**config.mk**
```make
export PLATFORM = sky130hd
export DESIGN_NAME = pmra_core
export DESIGN_NICKNAME = d
export VERILOG_FILES = /design/src/rtl/pmra_pkg.sv /design/src/rtl/pmra_core.sv
export VERILOG_INCLUDE_DIRS = /design/src /design/src/rtl
export SDC_FILE = /design/constraint.sdc
export NUM_CORES = 1
export LEC_CHECK = 0
export CAP_MARGIN = 20
export CORE_ASPECT_RATIO = 1.75
export CORE_MARGIN = 2
export CORE_UTILIZATION = 45
export DETAILED_ROUTE_END_ITERATION = 10
export DONT_BUFFER_PORTS = 1
export SETUP_SLACK_MARGIN = 0.1
export SLEW_MARGIN = 15
export SYNTH_ARGS = -nofsm -noshare
export SYNTH_HDL_FRONTEND = slang
export SYNTH_SLANG_ARGS = --single-unit
export TNS_END_PERCENT = 50
```
**constraint.sdc**
```tcl
create_clock -name i_core_clk -period 46.7 [get_ports i_core_clk]
set_input_delay 11.675 -clock i_core_clk [delete_from_list [all_inputs] [get_ports i_core_clk]]
set_output_delay 11.675 -clock i_core_clk [all_outputs]
set_load 0.01 [all_outputs]
```
**src/rtl/pmra_consts.svh**
```systemverilog
`ifndef PMRA_CONSTS_SVH
`define PMRA_CONSTS_SVH
// Register pointer values.
`define PMRA_OFS_CURRENT 8'h01
`define PMRA_OFS_BUS 8'h02
`define PMRA_OFS_POWER 8'h03
`define PMRA_OFS_MASK 8'h06
`define PMRA_OFS_LIMIT 8'h07
// Alert select and flag bit positions.
`define PMRA_BIT_OVER_CUR 15
`define PMRA_BIT_UNDER_CUR 14
`define PMRA_BIT_RAIL_OVER 13
`define PMRA_BIT_RAIL_UNDER 12
`define PMRA_BIT_POWER_OVER 11
`define PMRA_BIT_READY_ALERT 10
`define PMRA_BIT_LIMIT_FLAG 4
`define PMRA_BIT_DONE_FLAG 3
`define PMRA_BIT_OVERFLOW_FLAG 2
`define PMRA_BIT_POLARITY 1
`define PMRA_BIT_LATCH 0
// Reset values and the writable part of the alert select register.
`define PMRA_RST_REG 16'h0000
`define PMRA_MASK_WR 16'hFC03
// Scaling: 1.25 mA, 1.25 mV and 10 mW steps, in uA, uV and pW.
`define PMRA_CUR_LSB_UA 64'h0000_0000_0000_04E2
`define PMRA_BUS_LSB_UV 64'h0000_0000_0000_04E2
`define PMRA_PWR_LSB_PW 64'h0000_0002_540B_E400
// Largest power code that may be reported.
`define PMRA_POWER_MAX 16'hA3D7
`endif

```
**src/rtl/pmra_pkg.sv**
```systemverilog
package pmra_pkg;
  // One finished conversion from the front end (already averaged when averaging is on).
  typedef struct packed {
    logic valid;
    logic cur_upd;
    logic bus_upd;
    logic [15:0] cur;
    logic [15:0] bus;
  } pmra_meas_s;
  // One register access from the serial engine.
  typedef struct packed {
    logic rd;
    logic wr;
    logic [7:0] addr;
    logic [15:0] wdata;
  } pmra_reg_req_s;
  // Limit function chosen by priority from the enable bits.
  typedef enum logic [2:0] {
    PMRA_FN_NONE = 3'b000,
    PMRA_FN_OVER_CUR = 3'b001,
    PMRA_FN_UNDER_CUR = 3'b010,
    PMRA_FN_RAIL_OVER = 3'b011,
    PMRA_FN_RAIL_UNDER = 3'b100,
    PMRA_FN_POWER_OVER = 3'b101
  } pmra_func_e;
endpackage

```
**src/rtl/pmra_core.sv**
```systemverilog
`timescale 1ns/1ps
`include "pmra_consts.svh"
// How it works
// - Current result is signed, 1.25 mA step.
// - Results hold averaged values when averaging.
// - Bus result steps 1.25 mV, 32767 full.
// - Bus result top bit always zero.
// - Power count fixed at 10 mW.
// - Power is current times bus voltage.
// - Power stored as non-negative magnitude.
// - Power never above code A3D7h.
// - Highest enabled limit function wins.
// - Over limits alert when measurement exceeds.
// - Under limits alert when measurement below.
// - Power limit checked after bus measurement.
// - Ready alert follows conversion-done flag.
// - Limit-source flag shows limit caused alert.
// - Latch mode: flag clears on select read.
// - Transparent: flag clears after clean conversion.
// - Done flag set after full cycle finished.
// - Done flag clears on config write without power-down, select read.
// - Results readable anytime, last completed data.
// - Overflow flag set when power overflows.
// - Polarity bit picks alert active level.
// - Latch holds alert until read, else idles.
// - Limit compared in selected result's format.
module pmra_core
  import pmra_pkg::*;
(
  // Clock and reset.
  input wire logic i_core_clk,
  input wire logic i_sys_rst,
  // Register access from the serial engine.
  input wire pmra_reg_req_s i_req,
  output logic [15:0] o_rdata,
  // Conversion results and configuration events from the front end.
  input wire pmra_meas_s i_meas,
  input wire logic i_cfg_wr,
  input wire logic i_cfg_pdown,
  // Open-collector alert pin.
  output logic o_alert_o,
  output logic o_alert_oe
);

  // Divider from raw product to 10 mW counts, derived from the step sizes.
  localparam logic [31:0] POWER_DIV =
    32'(`PMRA_PWR_LSB_PW / (`PMRA_CUR_LSB_UA * `PMRA_BUS_LSB_UV));

  // Stored state.
  logic [15:0] current_result; // Signed current result.
  logic [15:0] bus_voltage_result; // Bus voltage result.
  logic [15:0] power_result; // Power result.
  logic [15:0] alert_select; // Writable select bits only.
  logic [15:0] alert_limit; // Alert limit.
  logic limit_source_flag; // Limit-source flag.
  logic conversion_done_flag; // Conversion-done flag.
  logic math_overflow_flag; // Math overflow flag.
  logic calc_pend; // Power and compare stage pending.
  logic upd_cur; // Current was part of the last conversion.
  logic upd_bus; // Bus voltage was part of the last conversion.
  logic alert_oe; // Registered pin enable.
  logic [15:0] rdata; // Registered read data.
  // Next values.
  logic [15:0] next_current_result, next_bus_voltage_result, next_power_result;
  logic [15:0] next_alert_select, next_alert_limit, next_rdata;
  logic next_limit_source_flag, next_conversion_done_flag, next_math_overflow_flag;
  logic next_calc_pend, next_upd_cur, next_upd_bus;
  logic next_alert_oe;
  // Arithmetic and decode helpers.
  logic [15:0] cur_mag; // Magnitude of the current.
  logic [30:0] product; // Raw current times bus product.
  logic [31:0] quotient; // Product in 10 mW counts.
  logic overflow_now; // Product beyond the reportable code.
  logic [15:0] pwr_now; // Clamped power for this conversion.
  pmra_func_e func; // Selected limit function.
  logic evaluated; // Selected function saw a fresh measurement.
  logic hit; // Limit condition met.
  logic mask_rd; // Read of the alert select register.
  logic alert_active; // Alert condition before polarity.
  logic [15:0] mask_view; // Alert select register as read.

  // Arithmetic, function select and the next value of every register.
  always_comb begin
    mask_rd = i_req.rd && (i_req.addr == `PMRA_OFS_MASK);
    cur_mag = current_result[15] ? 16'(~current_result + 16'h0001) : current_result;
    // current times voltage
    // Both operands are widened first so the product keeps all 31 bits.
    product = 31'({15'h0000, cur_mag} * {16'h0000, bus_voltage_result[14:0]});
    quotient = 32'(product) / POWER_DIV;
    overflow_now = quotient > {16'h0000, `PMRA_POWER_MAX};
    pwr_now = overflow_now ? `PMRA_POWER_MAX : quotient[15:0];
    if (alert_select[`PMRA_BIT_OVER_CUR]) begin
      func = PMRA_FN_OVER_CUR;
    end else if (alert_select[`PMRA_BIT_UNDER_CUR]) begin
      func = PMRA_FN_UNDER_CUR;
    end else if (alert_select[`PMRA_BIT_RAIL_OVER]) begin
      func = PMRA_FN_RAIL_OVER;
    end else if (alert_select[`PMRA_BIT_RAIL_UNDER]) begin
      func = PMRA_FN_RAIL_UNDER;
    end else if (alert_select[`PMRA_BIT_POWER_OVER]) begin
      func = PMRA_FN_POWER_OVER;
    end else begin
      func = PMRA_FN_NONE;
    end
    case (func)
      PMRA_FN_OVER_CUR: begin
        evaluated = upd_cur;
        hit = $signed(current_result) > $signed(alert_limit);
      end
      PMRA_FN_UNDER_CUR: begin
        evaluated = upd_cur;
        hit = $signed(current_result) < $signed(alert_limit);
      end
      PMRA_FN_RAIL_OVER: begin
        evaluated = upd_bus;
        hit = bus_voltage_result > alert_limit;
      end
      PMRA_FN_RAIL_UNDER: begin
        evaluated = upd_bus;
        hit = bus_voltage_result < alert_limit;
      end
      PMRA_FN_POWER_OVER: begin
        evaluated = upd_bus;
        hit = pwr_now > alert_limit;
      end
      default: begin
        evaluated = 1'b0;
        hit = 1'b0;
      end
    endcase

    // Stage one captures the conversion; results keep old data otherwise.
    next_current_result = current_result;
    next_bus_voltage_result = bus_voltage_result;
    next_upd_cur = upd_cur;
    next_upd_bus = upd_bus;
    next_calc_pend = i_meas.valid;
    if (i_meas.valid) begin
      next_upd_cur = i_meas.cur_upd;
      next_upd_bus = i_meas.bus_upd;
      if (i_meas.cur_upd) begin
        next_current_result = i_meas.cur;
      end
      // reading kept in 1.25 mV counts
      if (i_meas.bus_upd) begin
        next_bus_voltage_result = {1'b0, i_meas.bus[14:0]};
      end
    end

    // Stage two writes power, the overflow and done flags.
    next_power_result = power_result;
    next_math_overflow_flag = math_overflow_flag;
    next_conversion_done_flag = conversion_done_flag;
    if ((i_cfg_wr && !i_cfg_pdown) || mask_rd) begin
      next_conversion_done_flag = 1'b0;
    end
    // Overflow is cleared by reading the select register.
    if (mask_rd) begin
      next_math_overflow_flag = 1'b0;
    end
    if (calc_pend) begin
      next_power_result = pwr_now;
      if (overflow_now) begin
        next_math_overflow_flag = 1'b1;
      end
      next_conversion_done_flag = 1'b1;
    end

    next_limit_source_flag = limit_source_flag;
    if (alert_select[`PMRA_BIT_LATCH]) begin
      if (mask_rd) begin
        next_limit_source_flag = 1'b0;
      end
    end else if (calc_pend && evaluated && !hit) begin
      next_limit_source_flag = 1'b0;
    end
    // A new fault wins over any clear in the same cycle.
    if (calc_pend && evaluated && hit) begin
      next_limit_source_flag = 1'b1;
    end

    // Register writes; only the select and limit registers accept data.
    next_alert_select = alert_select;
    next_alert_limit = alert_limit;
    if (i_req.wr && (i_req.addr == `PMRA_OFS_MASK)) begin
      next_alert_select = i_req.wdata & `PMRA_MASK_WR;
    end
    if (i_req.wr && (i_req.addr == `PMRA_OFS_LIMIT)) begin
      next_alert_limit = i_req.wdata;
    end

    mask_view = alert_select;
    mask_view[`PMRA_BIT_LIMIT_FLAG] = limit_source_flag;
    mask_view[`PMRA_BIT_DONE_FLAG] = conversion_done_flag;
    mask_view[`PMRA_BIT_OVERFLOW_FLAG] = math_overflow_flag;
    next_rdata = rdata;
    if (i_req.rd) begin
      case (i_req.addr)
        `PMRA_OFS_CURRENT: next_rdata = current_result;
        `PMRA_OFS_BUS: next_rdata = bus_voltage_result;
        `PMRA_OFS_POWER: next_rdata = power_result;
        `PMRA_OFS_MASK: next_rdata = mask_view;
        `PMRA_OFS_LIMIT: next_rdata = alert_limit;
        default: next_rdata = `PMRA_RST_REG;
      endcase
    end

    alert_active = limit_source_flag
      || (alert_select[`PMRA_BIT_READY_ALERT] && conversion_done_flag);
    next_alert_oe = alert_active ^ alert_select[`PMRA_BIT_POLARITY];
  end

  // Registers only; synchronous reset to documented defaults.
  always_ff @(posedge i_core_clk) begin
    if (i_sys_rst) begin
      current_result <= `PMRA_RST_REG;
      bus_voltage_result <= `PMRA_RST_REG;
      power_result <= `PMRA_RST_REG;
      alert_select <= `PMRA_RST_REG;
      alert_limit <= `PMRA_RST_REG;
      rdata <= `PMRA_RST_REG;
      limit_source_flag <= 1'b0;
      conversion_done_flag <= 1'b0;
      math_overflow_flag <= 1'b0;
      calc_pend <= 1'b0;
      upd_cur <= 1'b0;
      upd_bus <= 1'b0;
      alert_oe <= 1'b0;
    end else begin
      current_result <= next_current_result;
      bus_voltage_result <= next_bus_voltage_result;
      power_result <= next_power_result;
      alert_select <= next_alert_select;
      alert_limit <= next_alert_limit;
      rdata <= next_rdata;
      limit_source_flag <= next_limit_source_flag;
      conversion_done_flag <= next_conversion_done_flag;
      math_overflow_flag <= next_math_overflow_flag;
      calc_pend <= next_calc_pend;
      upd_cur <= next_upd_cur;
      upd_bus <= next_upd_bus;
      alert_oe <= next_alert_oe;
    end
  end

  // The pin only ever pulls low; the pull-up gives the high level.
  assign o_alert_o = 1'b0;
  assign o_alert_oe = alert_oe;
  assign o_rdata = rdata;

  // Checks on the design's own outputs and state.
  a_bus_top_zero:
  assert property (@(posedge i_core_clk) disable iff (i_sys_rst)
    i_req.rd && (i_req.addr == `PMRA_OFS_BUS) |=> o_rdata[15] == 1'b0)
    else $error("bus result top bit not zero");
  a_power_bounded:
  assert property (@(posedge i_core_clk) disable iff (i_sys_rst)
    power_result <= `PMRA_POWER_MAX)
    else $error("power result above maximum code");
  a_done_after_calc:
  assert property (@(posedge i_core_clk) disable iff (i_sys_rst)
    i_meas.valid |-> ##2 conversion_done_flag)
    else $error("done flag not set after power stage");
  a_done_read_clear:
  assert property (@(posedge i_core_clk) disable iff (i_sys_rst)
    mask_rd && !calc_pend |=> !conversion_done_flag)
    else $error("done flag survived select read");
  a_latch_flag_hold:
  assert property (@(posedge i_core_clk) disable iff (i_sys_rst)
    limit_source_flag && alert_select[`PMRA_BIT_LATCH] && !mask_rd |=> limit_source_flag)
    else $error("latched limit flag dropped without read");
  // The pin lags the flag by one edge, so its allowances are taken one cycle back.
  a_trans_flag_clear:
  assert property (@(posedge i_core_clk) disable iff (i_sys_rst)
    calc_pend && !alert_select[`PMRA_BIT_LATCH] && evaluated && !hit |=>
      !limit_source_flag ##1 (!o_alert_oe || $past(alert_select[`PMRA_BIT_POLARITY])
      || $past(alert_select[`PMRA_BIT_READY_ALERT] && conversion_done_flag)))
    else $error("transparent flag kept after clean conversion");
  a_pin_polarity:
  assert property (@(posedge i_core_clk) disable iff (i_sys_rst)
    ##1 o_alert_oe == ($past(alert_active) ^ $past(alert_select[`PMRA_BIT_POLARITY])))
    else $error("alert pin enable disagrees with polarity");
  a_overflow_clamp:
  assert property (@(posedge i_core_clk) disable iff (i_sys_rst)
    calc_pend && overflow_now |=> math_overflow_flag && (power_result == `PMRA_POWER_MAX))
    else $error("overflow not flagged or power not clamped");
  a_unused_zero:
  assert property (@(posedge i_core_clk) disable iff (i_sys_rst)
    mask_rd |=> o_rdata[9:5] == 5'h00)
    else $error("unused select bits read nonzero");
endmodule // pmra_core

```
After elaboration in Yosys (flattened, before gate mapping)
Index checks and enable logic that the tools add are counted.
Widths: inputs -> output; s select.

operators by class
  add/sub/neg operators = 1
  multiply operators = 1
  divide/modulo/power cells = 1
  magnitude comparators = 6
  eq/ne operators = 11
  mux-type cells = 19
  bitwise gates (word level) = 2
  reductions and logical operators = 19

operators with widths
  cell                    count
  $pmux 16 s5             1
  $div 31x13->32 const B  1
  $gt 16x16->1            2
  $gt 32x16->1 const B    1
  $mux 16                 2
  $mul 16x15->31          1
  $add 16x1->16 const B   1
  $eq 8x2->1 const B      2
  $eq 8x3->1 const B      2
  $gt 15x16->1            1
  $lt 15x16->1            1
  $lt 16x16->1            1
  $not 16->16             1
  $mux 3                  5
  $mux 1                  9
  $eq 8x1->1 const B      1
  $logic_and 1x1->1       8
  $eq 3x2->1 const B      2
  $eq 3x3->1 const B      2
  $reduce_and 2->1        3
  $pmux 1 s5              1
  $eq 3x1->1 const B      1
  $ne 3x1->1 const B      1
  $reduce_bool 3->1       1
  7 further kinds         9

storage, ports and cells
  bits in registers = 94
  input port bits = 65
  output and inout port bits = 18
  logic and storage cells = 73

Longest topological paths before layout
  depth after elaboration = 14
  mapped depth = 84
  depth with buffers taken out = 74

Worst setup path after synthesis
OpenSTA, ideal clock, no wires.

  kind = register to register
  from = reg current_result[2]
  to = reg limit_source_flag
  setup time = 0.065 ns
  arrival = 18.666 ns
  required time = 46.635 ns
  setup slack = 27.969 ns
  cell stages (with the launch flop) = 77
  path buffers = 3
  period minus slack after synthesis = 18.731 ns
  path through = dfxtp_1 clkbuf_1 nor4_1 nand2b_1 nor2_1 nand3_1 or3_1 nand2_1 xnor2_1 clkbuf_1 nand2_1 fa_1 fa_1 inv_1 fa_1 fa_1 fa_1 inv_1 [41 not listed] a31o_1 a221o_1 a221oi_2 nor3_1 or4b_1 o2111a_2 ha_1 nor2b_1 o21ai_0 nand2b_1 a21oi_1 o21ai_0 a21oi_1 a221oi_1 a31oi_1 a21oi_1 a21oi_1 nor2_1

on the way
  cells in the longest elaborated chain, start to end = 13
  elaborated cells between the ends (all ways) = 18
  classes of those cells = 1 x add/sub; 1 x mul; 1 x div; 4 x order compare; 1 x eq/ne; 4 x mux; 1 x bitwise; 5 x reduce/logical

RTL lines
  item                                RTL line          source
  start: declaration                  pmra_core.sv:50   logic [15:0] current_result;
  start signal: assignment            pmra_core.sv:216  current_result <= `PMRA_RST_REG;
  start signal: assignment            pmra_core.sv:230  current_result <= next_current_result;
  $not 16->16                         pmra_core.sv:85   cur_mag = current_result[15] ? 16'(~current_result + 16'h0001) : current_result;
  $add 16x1->16                       pmra_core.sv:85
  $mux 16                             pmra_core.sv:85
  $mul 16x15->31                      pmra_core.sv:88   product = 31'({15'h0000, cur_mag} * {16'h0000, bus_voltage_result[14:0]});
  $div 31x13->32                      pmra_core.sv:89   quotient = 32'(product) / POWER_DIV;
  $gt 32x16->1                        pmra_core.sv:90   overflow_now = quotient > {16'h0000, `PMRA_POWER_MAX};
  $mux 16                             pmra_core.sv:91   pwr_now = overflow_now ? `PMRA_POWER_MAX : quotient[15:0];
  $gt 16x16->1                        pmra_core.sv:124  hit = pwr_now > alert_limit;
  $pmux 1 s5 *                        pmra_core.sv:105  case (func)
  $logic_not 1->1                     pmra_core.sv:174  end else if (calc_pend && evaluated && !hit) begin
  $logic_and 1x1->1                   pmra_core.sv:174
  $reduce_bool 3->1 (no source line)  n/a
  $reduce_and 2->1 (no source line)   n/a
  end signal: assignment              pmra_core.sv:236  limit_source_flag <= next_limit_source_flag;
  end: declaration                    pmra_core.sv:55   logic limit_source_flag;

Mark *: on every way between the ends. The rest lies on a longest branch, timed or not.
A chain may end at the register's enable or synchronous reset.

Worst setup path after layout
Ends and elaborated chain as after synthesis.

==> flow_summary.html <==
<table>
<tr><th>Metric</th><th>Value</th></tr>
<tr><th colspan="2">Status</th></tr>
<tr><td>Outcome</td><td>complete, no violations</td></tr>
<tr><th colspan="2">Setup path</th></tr>
<tr><td>Most Frequent Cell on Critical Path</td><td>fa_1</td></tr>
<tr><td>Max FO, Critical Path</td><td>23</td></tr>
<tr><td>Critical Path Max Stage Delay</td><td>roughly 0.89 ns</td></tr>
<tr><td>Worst Setup End Kind</td><td>flip-flop</td></tr>
<tr><td>Critical path arrival</td><td>23.34 ns</td></tr>
<tr><td>Slowest CP cell</td><td>a211oi_4</td></tr>
<tr><td>Required time of the critical path</td><td>46.99 ns</td></tr>
<tr><td>Class of the most critical setup path</td><td>reg -&gt; reg</td></tr>
<tr><td>Launching element type of the critical path</td><td>flip-flop</td></tr>
<tr><th colspan="2">Timing</th></tr>
<tr><td>F_max</td><td>0.0434 GHz</td></tr>
<tr><td>Worst-Margin Slew</td><td>1.13 ns</td></tr>
<tr><td>Final worst-path cycle share</td><td>49.4%</td></tr>
<tr><td>Worst-case clock skew</td><td>between 0.006 and 0.007 ns</td></tr>
<tr><td>Tightest hold margin</td><td>0.463 ns</td></tr>
<tr><td>Worst max-slew margin expressed relative to the limit</td><td>23.8%</td></tr>
<tr><td>Period minus WS final</td><td>approximately 23 ns</td></tr>
<tr><td>RSZ-0062 raised after global routing</td><td>no</td></tr>
<tr><td>Final hold violation count</td><td>0</td></tr>
<tr><td>Setup TNS after final layout</td><td>0 ns</td></tr>
<tr><td>Count of pins over their slew limit</td><td>0</td></tr>
<tr><td>Final count of negative-setup-slack endpoints</td><td>0</td></tr>
<tr><th colspan="2">Synthesis</th></tr>
<tr><td>Cell type with the largest total area after synthesis</td><td>fa_1</td></tr>
<tr><td>Cells after Synth</td><td>approximately 2300</td></tr>
<tr><td>EDFF count, synth</td><td>0</td></tr>
<tr><td>Share of synthesized area occupied by flip-flops and latches</td><td>10.2%</td></tr>
<tr><td>Average cell area after synthesis</td><td>8.09 µm²</td></tr>
<tr><td>Synth top area cells</td><td>fa_1 (19%), dfxtp_1 (10%), ha_1 (9.7%)</td></tr>
<tr><td>Total number of yosys warnings</td><td>0</td></tr>
<tr><td>Count of state elements after synthesis</td><td>94</td></tr>
<tr><td>Top-area cell type share of the netlist area</td><td>19.4%</td></tr>
<tr><td>Async set-or-reset flop fraction in the synthesized netlist</td><td>0%</td></tr>
<tr><td>Primary FF master, synth</td><td>dfxtp_1</td></tr>
<tr><td>Post-synthesis instance area</td><td>around 19000 µm²</td></tr>
<tr><td>Net count after synthesis</td><td>2678</td></tr>
<tr><td>Number of distinct standard cells referenced by the synthesized netlist</td><td>~130</td></tr>
<tr><th colspan="2">Clocking</th></tr>
<tr><td>Maximum count of clock buffers along a single path</td><td>2</td></tr>
<tr><td>Number of buffers added by the clock tree synthesis step</td><td>9</td></tr>
<tr><td>Insertion delay to the later sink of the worst-skew pair</td><td>about 0.36 ns</td></tr>
<tr><td>TritonCTS clock tree</td><td>built</td></tr>
<tr><td>Count of cells resized by post-cts repair</td><td>0</td></tr>
<tr><td>Count of hold-fix buffers inserted at cts</td><td>0</td></tr>
<tr><td>Setup repair bufs after CTS</td><td>0</td></tr>
<tr><td>Clock root cell</td><td>clkbuf_16</td></tr>
<tr><td>Worst-path clk slew</td><td>0.07 ns</td></tr>
<tr><td>Num Clock Sinks</td><td>94</td></tr>
<tr><td>Htree depth</td><td>3</td></tr>
<tr><th colspan="2">Cells and area</th></tr>
<tr><td>Most common cell after layout, fill and taps aside</td><td>nand2_1</td></tr>
<tr><td>Layout-stage area growth over the synthesis result</td><td>4.23%</td></tr>
<tr><td>Commonest cells after routing, fill and taps aside</td><td>nand2_1 (311), inv_1 (211), fa_1 (180)</td></tr>
<tr><td>Fill cell instance count of the final layout</td><td>approximately 4000</td></tr>
<tr><td>Share of final-layout standard cells stronger than drive strength 1</td><td>8.33%</td></tr>
<tr><td>Number of nets at the end of the flow</td><td>around 2600</td></tr>
<tr><td>ANT cells</td><td>0</td></tr>
<tr><th colspan="2">GRT</th></tr>
<tr><td>Met3 track demand over resource in global routing</td><td>around 2.5%</td></tr>
<tr><td>Number of global-route vias before repair</td><td>17253</td></tr>
<tr><td>Total gr overflow</td><td>0</td></tr>
<tr><td>Layer with the highest usage</td><td>met2</td></tr>
<tr><td>First-pass GRT wire length</td><td>92.6 mm</td></tr>
<tr><td>GR met1 Demand/Resource</td><td>30.4%</td></tr>
<tr><td>Met2 global-route usage</td><td>between 50% and 60%</td></tr>
<tr><td>Number of antenna violations at the first check in global routing</td><td>0</td></tr>
<tr><td>Largest net degree at the start of global routing</td><td>95</td></tr>
<tr><td>Global routing usage summed across all routing layers</td><td>between 20% and 30%</td></tr>
<tr><th colspan="2">Placed design</th></tr>
<tr><td>Post-detail-place hpwl</td><td>around 46 mm</td></tr>
<tr><td>Number of I/O port buffers</td><td>0</td></tr>
<tr><td>RePlAce Congestion</td><td>a little over 0.9</td></tr>
<tr><th colspan="2">Floorplan</th></tr>
<tr><td>Number of cell rows</td><td>98</td></tr>
<tr><td>Die W</td><td>157 µm</td></tr>
<tr><td>Y dimension of the die</td><td>around 270 µm</td></tr>
<tr><td>Number of primary I/O pins</td><td>slightly above 80</td></tr>
<tr><td>Effective utilization at floorplan</td><td>45.5%</td></tr>
<tr><td>Core Area</td><td>40700 µm²</td></tr>
<tr><td>Area of the die</td><td>42900 µm²</td></tr>
<tr><th colspan="2">Worst hold path</th></tr>
<tr><td>Tightest Hold Check Type</td><td>reg -&gt; reg</td></tr>
<tr><th colspan="2">Routing</th></tr>
<tr><td>Vias post-DR</td><td>around 17000</td></tr>
<tr><td>Remaining design rule violation count</td><td>0</td></tr>
<tr><td>Wire per inst</td><td>20.9 µm</td></tr>
<tr><td>Routed wire length</td><td>between 50 and 60 mm</td></tr>
<tr><td>Detail Route Antenna Nets</td><td>0</td></tr>
<tr><td>Iteration-0 DRC Markers</td><td>around 1100</td></tr>
<tr><td>Number of vias per cell</td><td>6.12</td></tr>
<tr><td>Iteration count of the initial detailed-routing pass</td><td>6</td></tr>
<tr><th colspan="2">Flow run</th></tr>
<tr><td>Max capacitance violation total</td><td>0</td></tr>
</table>
-- critical path, delay by kind of cell, from the launching register on --
family	cells	cell delay, ns
adders and majority gates	8	3.72
DFF	1	0.42
xor gates and xnor gates	1	0.36
muxes	6	2.36
buffers and inverters	4	0.22
AOI/OAI and AO/OA	38	12.15
and+or+nand+nor	16	3.72
-- Yosys cell counts (all sizes together), types with 7 or more instances --
library cell,number
a22oi,17
and2,153
nand2b,21
nand2,311
o21a,20
a22o,7
mux2,25
o221ai,9
clkbuf,80
nor2b,23
o21ai,83
nand4,32
xnor2,54
a211o,10
or4,11
a21oi,151
buf,41
and4,9
nand3,37
o211a,17
o2111ai,10
a31oi,23
a31o,7
nor4,19
or2,10
xor2,23
a211oi,30
and3,10
nor3,31
a2111oi,10
a221oi,12
ha,143
inv,211
o22ai,11
or3,10
o311ai,10
dfxtp,94
fa,180
a21o,25
o211ai,17
a311oi,21
nor2,141
o2111a,7
o31ai,9
mux2i,35
-- sequential cells by signal (all words and copies together) (netlist names) --
signal and flops:
o_rdata 16, math_overflow_flag 1, limit_source_flag 1, current_result 16, bus_voltage_result 15, upd_cur 1, upd_bus 1, power_result 16
calc_pend 1, alert_limit 16, alert_select 8, o_alert_oe 1, conversion_done_flag 1
-- layout make-up --
type                       count  area, µm²  share of cell area, %
tap                          550        688                   3.56
timing repair buffer          35        268                   1.39
multi-input combinational   1864      15400                   79.7
sequential                    94       1880                   9.74
clock buffer                   9        225                   1.17
inverter                     211        792                   4.10
clock inverter                 7       67.6                  0.350
-- final timing paths --
check / cells after the start / from / to / slack, ns
max reg2reg: 73 / current_result[2] / limit_source_flag / 23.65
max: 73 / current_result[2] / limit_source_flag / 23.65
min: 2 / alert_limit[12] / alert_limit[12] / 0.46
min reg2reg: 2 / alert_limit[12] / alert_limit[12] / 0.46
-- layer usage --
metal / part of all wire (%) / wire [µm] / vias up
met1: 37 / 21700 / 8422
met5: 0 / 0 / -
met3: 3.7 / 2160 / 153
met2: 54 / 31500 / 483
met4: 4.4 / 2540 / 0
li1: - / - / 7899
-- kinds of logic (layout without fill, tap and decap cells) --
logic type,Yosys count,count (layout),share of synthesized area (%)
AO/OA/AOI/OAI,567,567,23.8
XOR/XNOR,77,77,3.68
adder cells (fa/ha/maj),328,328,29.4
buffers and inverters,332,262,7.13
flip-flops,94,94,10.2
multiplexers,60,60,3.60
other,1,1,0.0202
AND/OR/NAND/NOR,831,831,22.2
-- stage by stage --
stage | cell area [µm²] | instances | setup WS (ns) | util, %
floorplan | 18500 | 2290 | 27.97 | -
global placement | 19000 | 2749 | 24.19 | 46.6
detailed placement | 19000 | 2751 | 23.94 | 46.7
CTS | 19300 | 2767 | 23.80 | 47.4
global route | 19300 | 2770 | 22.34 | 47.4
finish | 19300 | 2770 | 23.65 | 47.4
Power is not shown: default switching activity piles up to over one toggle a cycle in this logic, so the estimate is an artifact.
